===== src/inc/srs_pkg.sv =====
// constants shared by the supply reset sequencer
package srs_pkg;

  // ----------------------------------------------------------------
  // clock and hold timing
  // ----------------------------------------------------------------
  localparam int unsigned CLK_HZ      = 50_000_000;
  localparam int unsigned HOLD_MS     = 180;
  localparam int unsigned HOLD_CYCLES =
    32'((64'(HOLD_MS) * 64'(CLK_HZ)) / 64'd1000);

  // ----------------------------------------------------------------
  // reset and power-up values
  // ----------------------------------------------------------------
  localparam logic PWM_POWERUP_LEVEL = 1'b1;
  localparam logic RESET_ASSERTED_N  = 1'b0;
  localparam logic NAND_MODE_RESET   = 1'b0;

endpackage


===== src/inc/srs_hold_if.sv =====
// hold timer link between the sequencer and its timers
`timescale 1ns/100ps
interface srs_hold_if;
  logic ok;
  logic done;

  modport timer (
    input  ok,
    output done
  );

  modport user (
    output ok,
    input  done
  );
endinterface


===== src/srs_hold_timer.sv =====
// counts a fixed hold interval while a rail stays good
`timescale 1ns/100ps
module srs_hold_timer #(
  parameter int unsigned HOLD = srs_pkg::HOLD_CYCLES
) (
  // clock and reset
  input  wire logic   ref_clk_i,
  input  wire logic   reset_i,
  // timer link
  srs_hold_if.timer   link
);
  import srs_pkg::*;

  localparam int unsigned W = $clog2(HOLD + 1);

  logic [W-1:0] count;

  // ----------------------------------------------------------------
  // hold counter
  // ----------------------------------------------------------------
  always_ff @(posedge ref_clk_i) begin
    if (reset_i || !link.ok) begin
      count <= '0;
    end else if (count != W'(HOLD)) begin
      count <= count + W'(1);
    end
  end

  assign link.done = (count == W'(HOLD));

endmodule // srs_hold_timer


===== src/srs_sequencer.sv =====
// supply reset sequencer: rail resets, fan pwm pin and test strap
`timescale 1ns/100ps
// Functional notes
// - standby reset stays low while the standby rail is below threshold.
// - standby reset is released only after the hold interval of good rail.
// - main reset stays low while the main rail is below threshold.
// - main reset is released only after the hold interval of good rail.
// - main reset released a hold interval after standby reset release.
// - main reset pin is also an active-low input, sensed by the device.
// - fan pwm pin is driven high at power-up.
// - a set invert control flips the fan pwm polarity; in nand tree mode the code ignores it and holds the pin high.
// - strap high at power-on puts the device into nand tree mode.
module srs_sequencer #(
  parameter int unsigned HOLD_CYCLES = srs_pkg::HOLD_CYCLES
) (
  // clock and reset
  input  wire logic ref_clk_i,
  input  wire logic reset_i,
  // rail comparators
  input  wire logic standby_supply_rail_ok_i,
  input  wire logic main_supply_rail_ok_i,
  // standby reset pin
  output logic      standby_reset_out_n_o,
  // main reset pin
  input  wire logic main_reset_io_n_i,
  output logic      main_reset_io_n_o,
  output logic      main_reset_io_oe_o,
  output logic      main_reset_sense_n_o,
  // fan pwm pin
  input  wire logic fan_duty_i,
  input  wire logic pwm_invert_i,
  output logic      fan_pwm_level_o,
  output logic      fan_pwm_oe_o,
  // test strap
  input  wire logic nand_test_strap_i,
  output logic      nand_tree_mode_o
);
  import srs_pkg::*;

  localparam int unsigned RUN_W = $clog2(HOLD_CYCLES + 1);

  logic stby_ok_s1;
  logic stby_ok_s;
  logic main_ok_s1;
  logic main_ok_s;
  logic pin_s1;
  logic pin_s;
  logic strap_s1;
  logic strap_s;
  logic strap_taken;
  logic next_fan_level;

  srs_hold_if stby_link ();
  srs_hold_if main_link ();

  // ----------------------------------------------------------------
  // input synchronisers
  // ----------------------------------------------------------------
  always_ff @(posedge ref_clk_i) begin
    stby_ok_s1 <= standby_supply_rail_ok_i;
    stby_ok_s  <= stby_ok_s1;
    main_ok_s1 <= main_supply_rail_ok_i;
    main_ok_s  <= main_ok_s1;
    pin_s1     <= main_reset_io_n_i;
    pin_s      <= pin_s1;
    strap_s1   <= nand_test_strap_i;
    strap_s    <= strap_s1;
  end

  // ----------------------------------------------------------------
  // hold timers
  // ----------------------------------------------------------------
  assign stby_link.ok = stby_ok_s;
  assign main_link.ok = main_ok_s && standby_reset_out_n_o;

  srs_hold_timer #(
    .HOLD (HOLD_CYCLES)
  ) u_stby_timer (
    .ref_clk_i (ref_clk_i),
    .reset_i   (reset_i),
    .link      (stby_link)
  );

  srs_hold_timer #(
    .HOLD (HOLD_CYCLES)
  ) u_main_timer (
    .ref_clk_i (ref_clk_i),
    .reset_i   (reset_i),
    .link      (main_link)
  );

  // ----------------------------------------------------------------
  // standby reset output
  // ----------------------------------------------------------------
  always_ff @(posedge ref_clk_i) begin
    if (reset_i) begin
      standby_reset_out_n_o <= RESET_ASSERTED_N;
    end else begin
      standby_reset_out_n_o <= stby_ok_s && stby_link.done;
    end
  end

  // ----------------------------------------------------------------
  // main reset pin, open drain
  // ----------------------------------------------------------------
  always_ff @(posedge ref_clk_i) begin
    if (reset_i) begin
      main_reset_io_n_o  <= RESET_ASSERTED_N;
      main_reset_io_oe_o <= 1'b1;
    end else begin
      main_reset_io_n_o  <= RESET_ASSERTED_N;
      main_reset_io_oe_o <= !(main_link.ok && main_link.done);
    end
  end

  always_ff @(posedge ref_clk_i) begin
    if (reset_i) begin
      main_reset_sense_n_o <= RESET_ASSERTED_N;
    end else begin
      main_reset_sense_n_o <= pin_s;
    end
  end

  // ----------------------------------------------------------------
  // test strap capture
  // ----------------------------------------------------------------
  always_ff @(posedge ref_clk_i) begin
    if (reset_i) begin
      strap_taken      <= 1'b0;
      nand_tree_mode_o <= NAND_MODE_RESET;
    end else if (!strap_taken) begin
      strap_taken      <= 1'b1;
      nand_tree_mode_o <= strap_s;
    end
  end

  // ----------------------------------------------------------------
  // fan pwm pin, open drain
  // ----------------------------------------------------------------
  always_comb begin
    next_fan_level = PWM_POWERUP_LEVEL;
    if (!nand_tree_mode_o) begin
      next_fan_level = fan_duty_i ^ pwm_invert_i;
    end
  end

  always_ff @(posedge ref_clk_i) begin
    if (reset_i) begin
      fan_pwm_level_o <= PWM_POWERUP_LEVEL;
      fan_pwm_oe_o    <= !PWM_POWERUP_LEVEL;
    end else begin
      fan_pwm_level_o <= next_fan_level;
      fan_pwm_oe_o    <= !next_fan_level;
    end
  end

  // ----------------------------------------------------------------
  // checking helpers
  // ----------------------------------------------------------------
  logic [RUN_W-1:0] stby_run;
  logic [RUN_W-1:0] main_run;
  logic [RUN_W-1:0] rel_run;

  always_ff @(posedge ref_clk_i) begin
    if (reset_i || !stby_ok_s) begin
      stby_run <= '0;
    end else if (stby_run != RUN_W'(HOLD_CYCLES)) begin
      stby_run <= stby_run + RUN_W'(1);
    end
  end

  always_ff @(posedge ref_clk_i) begin
    if (reset_i || !main_ok_s) begin
      main_run <= '0;
    end else if (main_run != RUN_W'(HOLD_CYCLES)) begin
      main_run <= main_run + RUN_W'(1);
    end
  end

  always_ff @(posedge ref_clk_i) begin
    if (reset_i || !standby_reset_out_n_o) begin
      rel_run <= '0;
    end else if (rel_run != RUN_W'(HOLD_CYCLES)) begin
      rel_run <= rel_run + RUN_W'(1);
    end
  end
endmodule // srs_sequencer

===== config.mk =====
export PLATFORM = sky130hd
export DESIGN_NAME = srs_sequencer
export DESIGN_NICKNAME = d
export VERILOG_FILES = /design/src/inc/srs_pkg.sv /design/src/inc/srs_hold_if.sv /design/src/srs_hold_timer.sv /design/src/srs_sequencer.sv
export SDC_FILE = /design/constraint.sdc
export NUM_CORES = 1
export LEC_CHECK = 0
export ABC_AREA = 0
export BUFFER_PORTS_ARGS = -buffer_cell sky130_fd_sc_hd__buf_2
export CORE_MARGIN = 2
export CORE_UTILIZATION = 60
export DETAILED_ROUTE_END_ITERATION = 16
export PLACE_DENSITY = 0.79
export SKIP_CTS_REPAIR_TIMING = 1
export SLEW_MARGIN = 20
export SYNTH_ARGS = -nofsm -noshare
export SYNTH_HDL_FRONTEND = slang
export SYNTH_SLANG_ARGS = --single-unit

===== constraint.sdc =====
create_clock -name ref_clk_i -period 2.8 [get_ports ref_clk_i]
set_clock_uncertainty 0.2 [all_clocks]
set_input_delay 0.56 -clock ref_clk_i [delete_from_list [all_inputs] [get_ports ref_clk_i]]
set_output_delay 0.56 -clock ref_clk_i [all_outputs]
set_load 0.02 [all_outputs]

; ---- Word-level counts from Yosys, hierarchy flattened
; Index checks and enable logic that the tools add are counted.
[totals]
ff_bits = 63
inputBits = 8
out_inout_bits = 7
word_cells = 35
[classes]
add_sub_neg = 2
eq_ne = 4
n_mux = 2
n_bitwise = 1
reduce_logical = 9
[ops]
columns = operator, n
row1 = "adder 24 x 1 -> 24 bit, second input constant", 2
row2 = "equality test 24 bit, second input constant", 2
row3 = "inequality test 24 bit, second input constant", 2
row4 = zero test 1 bit, 4
row5 = logical AND 1 bit, 3
row6 = logical OR 1 bit, 2
row7 = two-way mux 1 bit, 2
row8 = bitwise XOR 1 bit, 1

; ---- Depth between registers and ports, before layout
; Gate-level depths: netlist of the first run.
[depth]
ltp_word = 3
mapped_depth = 6
depth_no_buf = 6

; ---- Hierarchy
; From an unflattened synthesis of the first run, not the netlist that was laid out.
[hier_totals]
hier_cells = 303
hier_area_um2 = 2825.2
[modules_own_cells]
columns = module, instances, cells_per_inst, area_each_um2
row1 = srs_hold_timer, 2, 138, 1226.2
row2 = srs_sequencer, 1, 27, 372.9

; ---- Worst setup path after synthesis of the first run
; Ideal clock, no wire load.
[synth_timing]
path_type = register to register
startpoint = register u_main_timer.count[1]
endpoint = register u_main_timer.count[20]
arrival_ns = 1.846
slack_ns = 0.683
path_stages_with_launch = 6
path_buffers = 0
period_less_slack_ns = 2.117
path_cell_list = dfxtp_1 > ha_1 > nand3_1 > or4_1 > or3_1 > a21oi_1
[synth_via]
elab_chain_len = 1
elab_cells_between_ends = 2
cone_classes = add/sub (1) / eq/ne (1)
[synth_rtl]
columns = element, line
row1 = from (decl), srs_hold_timer.sv:16  ; logic [W-1:0] count;
row2 = from (signal assigned), srs_hold_timer.sv:25  ; count <= count + W'(1);
row3 = adder 24 x 1 -> 24 bit / inequality test 24 bit (equally long branches), "srs_hold_timer.sv:25, srs_hold_timer.sv:24"
; Several ways; a longest one is shown, not always the timed one.
; A chain may end at the register's enable or synchronous reset.

; ---- Worst setup path after layout of the first run
[layout_timing]
startpoint = register u_main_timer.count[1]
endpoint = register u_main_timer.count[22]
; Same word-level chain as after synthesis.

==> results.toml, run 1 <==
[hold_path]
hold_path.startpoint = "main_reset_io_n_i"
min_path_type = "input port to flip-flop"
hold_path_end = "pin_s1"
worstHoldPathCells = 1

[setup_path]
reg2reg_slack_ns = 0.45
r2r_end = "u_main_timer.count[22]"
crit_type = "flip-flop to flip-flop"
cp.required_ns = 2.87
crit_fanout = 7
reg2regPathDepth = 5
critPathArrivalTime_ns = 2.43
endpoint_kind = "flip-flop"
critPathLaunchType = "flip-flop"
r2r_start = "u_main_timer.count[1]"

[cts]
clockRootBuffer = "clkbuf_8"
htree_levels = 3
cts_tree = "done"
cts_num_sinks = 63
clk_latency_ns = 0.33
cts_made_buffers = 9
ctsLongestPathBuffers = 2
clkTransAtPathRegs_ns = 0.08

[sta]
fin_tns_setup_ns = 0
hold_slack_ns = 0.122
final_hold_viol_count = 0
worst_slew_pin_slew_ns = 0.576
setup_viol = 0
fin_ws_ns = 0.448
fmaxAchievable_mhz = 425
slew_headroom_pct = 61.3
slew_violations = 0
period_needed_ns = 2.35
min_period_over_period_pct = 84.0
rsz0062_at_grt = "false"

[power_and_ir_drop]
powerDensity_mw_per_mm2 = 592
vdd.ir_drop.worst_uv = 597
p_leak_nw = 1.06

[detailed_routing]
drtAntennaViolNets = 0
drc = 0
vias = 2273
finalWirelength_mm = 5.36
dr.pass1.iters = 5
drtIter0Drc = 131
via_per_inst = 5.78
wl_per_cell_um = 13.6

[placement]
gp_congestion = 0.845
io_buffers = 13
dp_hpwl_mm = 3.61
dp_slack_ns = 0.494

[logic_synthesis]
yosysMostFrequentCell = "dfxtp_1"
ys_seq_area_share_pct = 45.9
yosys_warnings = 0
synth_area_leader_cell = "dfxtp_1"
yosys-top-cells-count = "dfxtp_1, nor2_1, nand2_1"
synth_nets = 328
syn_inst = 316
ys_top_cells_by_area = "dfxtp_1, xnor2_1, nor2_1"
synth_cell_type_count = 40
async_reset_ff_share_pct = 0
syn-cell-area_mm2 = 0.00275
synth-seq-cells = 63
synthFlopType = "dfxtp_1"
synth_edf_count = 0
synth_area_per_cell_um2 = 8.69
yosys.area.top_type_share_pct = 45.9

[cells_and_area]
layout.nets = 348
n_antenna_cell = 0
fillCellCount = 334
syn_to_final_growth_pct = 13.1
drive_above_1_share_pct = 12.0
ff_latch_area_mm2 = 0.00126
multi_input_area_mm2 = 0.00139
top_regs = "u_main_timer.count: 24 flops, u_stby_timer.count: 24 flops"

[run]
max-cap-violations = 0

[floorplan]
core_mm2 = 0.00438
start_util_pct = 62.6
dieArea_mm2 = 0.00513
io_pins = 15
fp.dieW_um = 71.7
num_rows = 24
die_h_um = 71.7

[grt]
antenna_found_initial = 0
grt_pass1_wl_mm = 9.38
grt_pass1_vias = 2065
grt_max_degree = 21
track_usage_pct = 23.1
overflow = 0

[outcome]
status = "completed"
[worst max path at each step]
stage / start / slack, ns / to
floorplan: u_main_timer.count[1] / 0.68 / u_main_timer.count[20]
detailed placement: u_main_timer.count[1] / 0.49 / u_main_timer.count[22]
global placement: u_main_timer.count[1] / 0.57 / u_main_timer.count[18]
CTS: u_main_timer.count[1] / 0.47 / u_main_timer.count[22]
global route: u_main_timer.count[1] / 0.33 / u_main_timer.count[20]
finish: u_main_timer.count[1] / 0.45 / u_main_timer.count[22]
[per-stage QoR]
step / std cells / utilization [%] / power, mW / area [µm²]
finish: 393 / 70.9 / 1.84 / 3110
global route: 393 / 70.9 / 1.89 / 3110
CTS: 393 / 70.9 / 1.85 / 3110
detailed placement: 377 / 65.7 / 0.968 / 2880
global placement: 377 / 65.7 / 0.967 / 2880
floorplan: 316 / - / 0.955 / 2750
[metal layers]
metal  global-route usage (%)  part of all wire [%]  vias up
li1                         -                     -     1170
met1                     32.7                    50     1042
met3                     5.06                   4.8       11
met5                        0                     0        -
met4                     10.7                   1.9        0
met2                     33.5                    43       50
[layout make-up]
| class | count | area share [%] |
|---|---|---|
| Clock buffer | 9 | 3.99 |
| Clock inverter | 7 | 3.34 |
| Inverter | 13 | 1.57 |
| Multi-Input combinational cell | 230 | 44.9 |
| Sequential cell | 63 | 40.6 |
| Tap cell | 52 | 2.09 |
| Timing Repair Buffer | 19 | 3.54 |
[power breakdown]
part | switching, mW | internal [mW] | leakage [nW] | total, mW
sequential | 0.00511 | 0.908 | 0.512 | 0.913
combinational | 0.0223 | 0.0129 | 0.433 | 0.0352
clock | 0.379 | 0.513 | 0.115 | 0.892
[cells by family after synthesis]
kind of cell,Yosys count,share of synthesized area [%]
and+or+nand+nor,154,30.5
DFF,63,45.9
AOI/OAI and AO/OA,44,9.48
xor gates and xnor gates,23,7.34
buffers and inverters,23,3.33
adders and majority gates,4,1.82
muxes,4,1.46
other,1,0.137
[worst max-delay path, cell delays in order, from the launching register on]
cell	delay [ns]
dfxtp_1	0.46
ha_1	0.27
nand3_1	0.21
or4_1	0.64
or3_1	0.39
a21oi_1	0.14
[layout by cell type (no fill, tap or decap), drive strengths merged, types with 2 or more instances in the layout]
cell,count
inv,16
xor2,8
xnor2,15
nor2,34
or3,12
nand3,17
clkinv,2
and3,5
dfxtp,63
buf,19
ha,4
nand3b,2
a21oi,18
o21ai,13
nand2,24
clkbuf,9
nor2b,5
nand2b,2
a31o,3
a31oi,3
mux2i,4
nor3,14
a41o,3
or4,5
nand4,11
o31ai,2
nor4b,4
and4,6
nor4,8
bufinv,2
Power figures use the tool's default switching activity.
==> run 2: changes to the inputs <==
--- a/config.mk
+++ b/config.mk
@@ -8,9 +8,9 @@
 export ABC_AREA = 0
 export BUFFER_PORTS_ARGS = -buffer_cell sky130_fd_sc_hd__buf_2
 export CORE_MARGIN = 2
-export CORE_UTILIZATION = 60
+export CORE_UTILIZATION = 54
 export DETAILED_ROUTE_END_ITERATION = 16
-export PLACE_DENSITY = 0.79
+export PLACE_DENSITY = 0.75
 export SKIP_CTS_REPAIR_TIMING = 1
 export SLEW_MARGIN = 20
 export SYNTH_ARGS = -nofsm -noshare
==> constraint.sdc (replaced) <==
create_clock -name ref_clk_i -period 2.15 [get_ports ref_clk_i]
set_clock_uncertainty 0.2 [all_clocks]
set_input_delay 0.43 -clock ref_clk_i [delete_from_list [all_inputs] [get_ports ref_clk_i]]
set_output_delay 0.43 -clock ref_clk_i [all_outputs]
set_load 0.02 [all_outputs]
==> results.toml, run 2 (synthesis results as in run 1) <==
[sta]
final_hold_viol_count = 0
slew_violations = 0
fin_tns_setup_ns = 0
period_needed_ns = 2.09
min_period_over_period_pct = 97.4
slew_headroom_pct = 63.7
rsz0062_at_grt = "false"
fmaxAchievable_mhz = 477
setup_viol = 0
worst_slew_pin_slew_ns = 0.543
fin_ws_ns = 0.0554

[cts]
cts_tree = "done"
cts_num_sinks = 63
clkTransAtPathRegs_ns = 0.08
ctsLongestPathBuffers = 2
cts_made_buffers = 9
clk_latency_ns = 0.35
htree_levels = 3
clockRootBuffer = "clkbuf_8"

[hold_path]
hold_path.startpoint = "reset_i"
min_path_type = "input port to flip-flop"

[grt]
grt_pass1_wl_mm = 8.98
track_usage_pct = 20.6
grt_pass1_vias = 2105
grt_max_degree = 14
antenna_found_initial = 0
overflow = 0

[setup_path]
max_stage_delay_ns = 0.59
worstSetupStartpoint = "u_stby_timer.count[1]"
path_buf_inv = 0
cp_top_family = "simple AND/OR/NAND/NOR gates"
crit_fanout = 5
reg2reg_slack_ns = 0.06
critPathSlowestCell = "or4_1"
crit_top_cell = "or4_1"
crit_end = "u_stby_timer.count[19]"
critPathArrivalTime_ns = 2.17
r2r_end = "u_stby_timer.count[19]"
crit_type = "flip-flop to flip-flop"
reg2regPathDepth = 4
r2r_start = "u_stby_timer.count[1]"
cp.required_ns = 2.22
cp.depth = 4
endpoint_kind = "flip-flop"
critPathLaunchType = "flip-flop"
crit_chain = "nand3_1, or4_1, or4_1, a21oi_1"

[detailed_routing]
drtAntennaViolNets = 0
via_per_inst = 5.54
wl_per_cell_um = 12.8
vias = 2373
drc = 0
dr.pass1.iters = 6
drtIter0Drc = 120
finalWirelength_mm = 5.50

[cells_and_area]
final_cells = 428
mostFrequentLayoutCells = "dfxtp_1, nor2_1, nand2_1"
n_antenna_cell = 0
layout.cells.most_common = "dfxtp_1"
top_regs = "u_main_timer.count: 24 flops, u_stby_timer.count: 24 flops"
layout.nets = 368
drive_above_1_share_pct = 16.1
syn_to_final_growth_pct = 18.0

[power_and_ir_drop]
p_leak_nw = 1.13
sequentialPowerShare_pct = 54.6
vdd.ir_drop.worst_uv = 569
powerDensity_mw_per_mm2 = 671
p_sw_share_pct = 24.9
net-switching-power_uw = 541
power_frac_comb_pct = 2.4
intPower_mw = 1.63
pwr-share-clk_pct = 42.9

[outcome]
status = "completed"

[floorplan]
fp.dieW_um = 75.3
die_h_um = 75.3
dieArea_mm2 = 0.00567
num_rows = 25
io_pins = 15
core_mm2 = 0.00482
start_util_pct = 57.0

[placement]
gp_congestion = 0.843
dp_hpwl_mm = 3.86
dp.cells = 408
io_buffers = 13
dp_slack_ns = 0.0979

[run]
max-cap-violations = 0
==> run 2: cell count changes in the layout (fill, tap and decap cells not counted) <==
| cell | previous run | this run |
|---|---|---|
| or4_1 | 5 | 4 |
| bufinv_16 | 2 | 0 |
| or4_4 | 0 | 1 |
| clkinvlp_4 | 0 | 2 |
| dlygate4sd3_1 | 0 | 4 |
| buf_4 | 6 | 22 |
| clkinv_4 | 2 | 1 |
| clkinv_2 | 0 | 1 |
==> run 2: final cells by class <==
cell class,instances,area (µm²)
inverters,13,48.8
flip-flops and latches,63,1260
clock buffers,9,124
fillers,414,1580
well taps,67,83.8
multi-input cells,230,1400
repair buffers,39,270
clock inverters,7,55.1
==> run 2: power by group through the flow <==
stage | Clock, mW | Sequential (mW) | Combinational [mW]
after CTS | 0.949 | 1.19 | 0.0479
after global placement | 0 | 1.21 | 0.0462
after global routing | 0.991 | 1.19 | 0.0588
after floorplan | 0 | 1.22 | 0.0222
final | 0.933 | 1.19 | 0.0532
after detailed placement | 0 | 1.22 | 0.0477
==> run 2: how the worst min path moves through the flow <==
| stage | endpoint | slack (ns) | cells after the start |
|---|---|---|---|
| global placement | stby_link.ok | 0.11 | 0 |
| global route | main_reset_sense_n_o | 0.13 | 2 |
| finish | nand_tree_mode_o | 0.12 | 2 |
| floorplan | main_ok_s | 0.11 | 0 |
| detailed placement | pin_s | 0.12 | 0 |
| CTS | pin_s1 | -0.03 | 1 |
==> run 2: layer usage <==
layer / track usage (%) / share of wire (%)
met3: 4.89 / 4.0
met2: 33.6 / 48
met1: 25.1 / 46
met5: 0 / 0
met4: 10.9 / 1.8
==> run 2: stage by stage <==
stage | hold WS, ns | util, % | total power [mW] | instance area [µm²]
after detailed placement | 0.117 | 62.6 | 1.26 | 3020
after CTS | -0.0307 | 66.4 | 2.18 | 3200
after floorplan | 0.110 | - | 1.24 | 2750
after global placement | 0.111 | 62.6 | 1.26 | 3020
after global routing | 0.128 | 67.3 | 2.24 | 3240
final | 0.121 | 67.3 | 2.17 | 3240
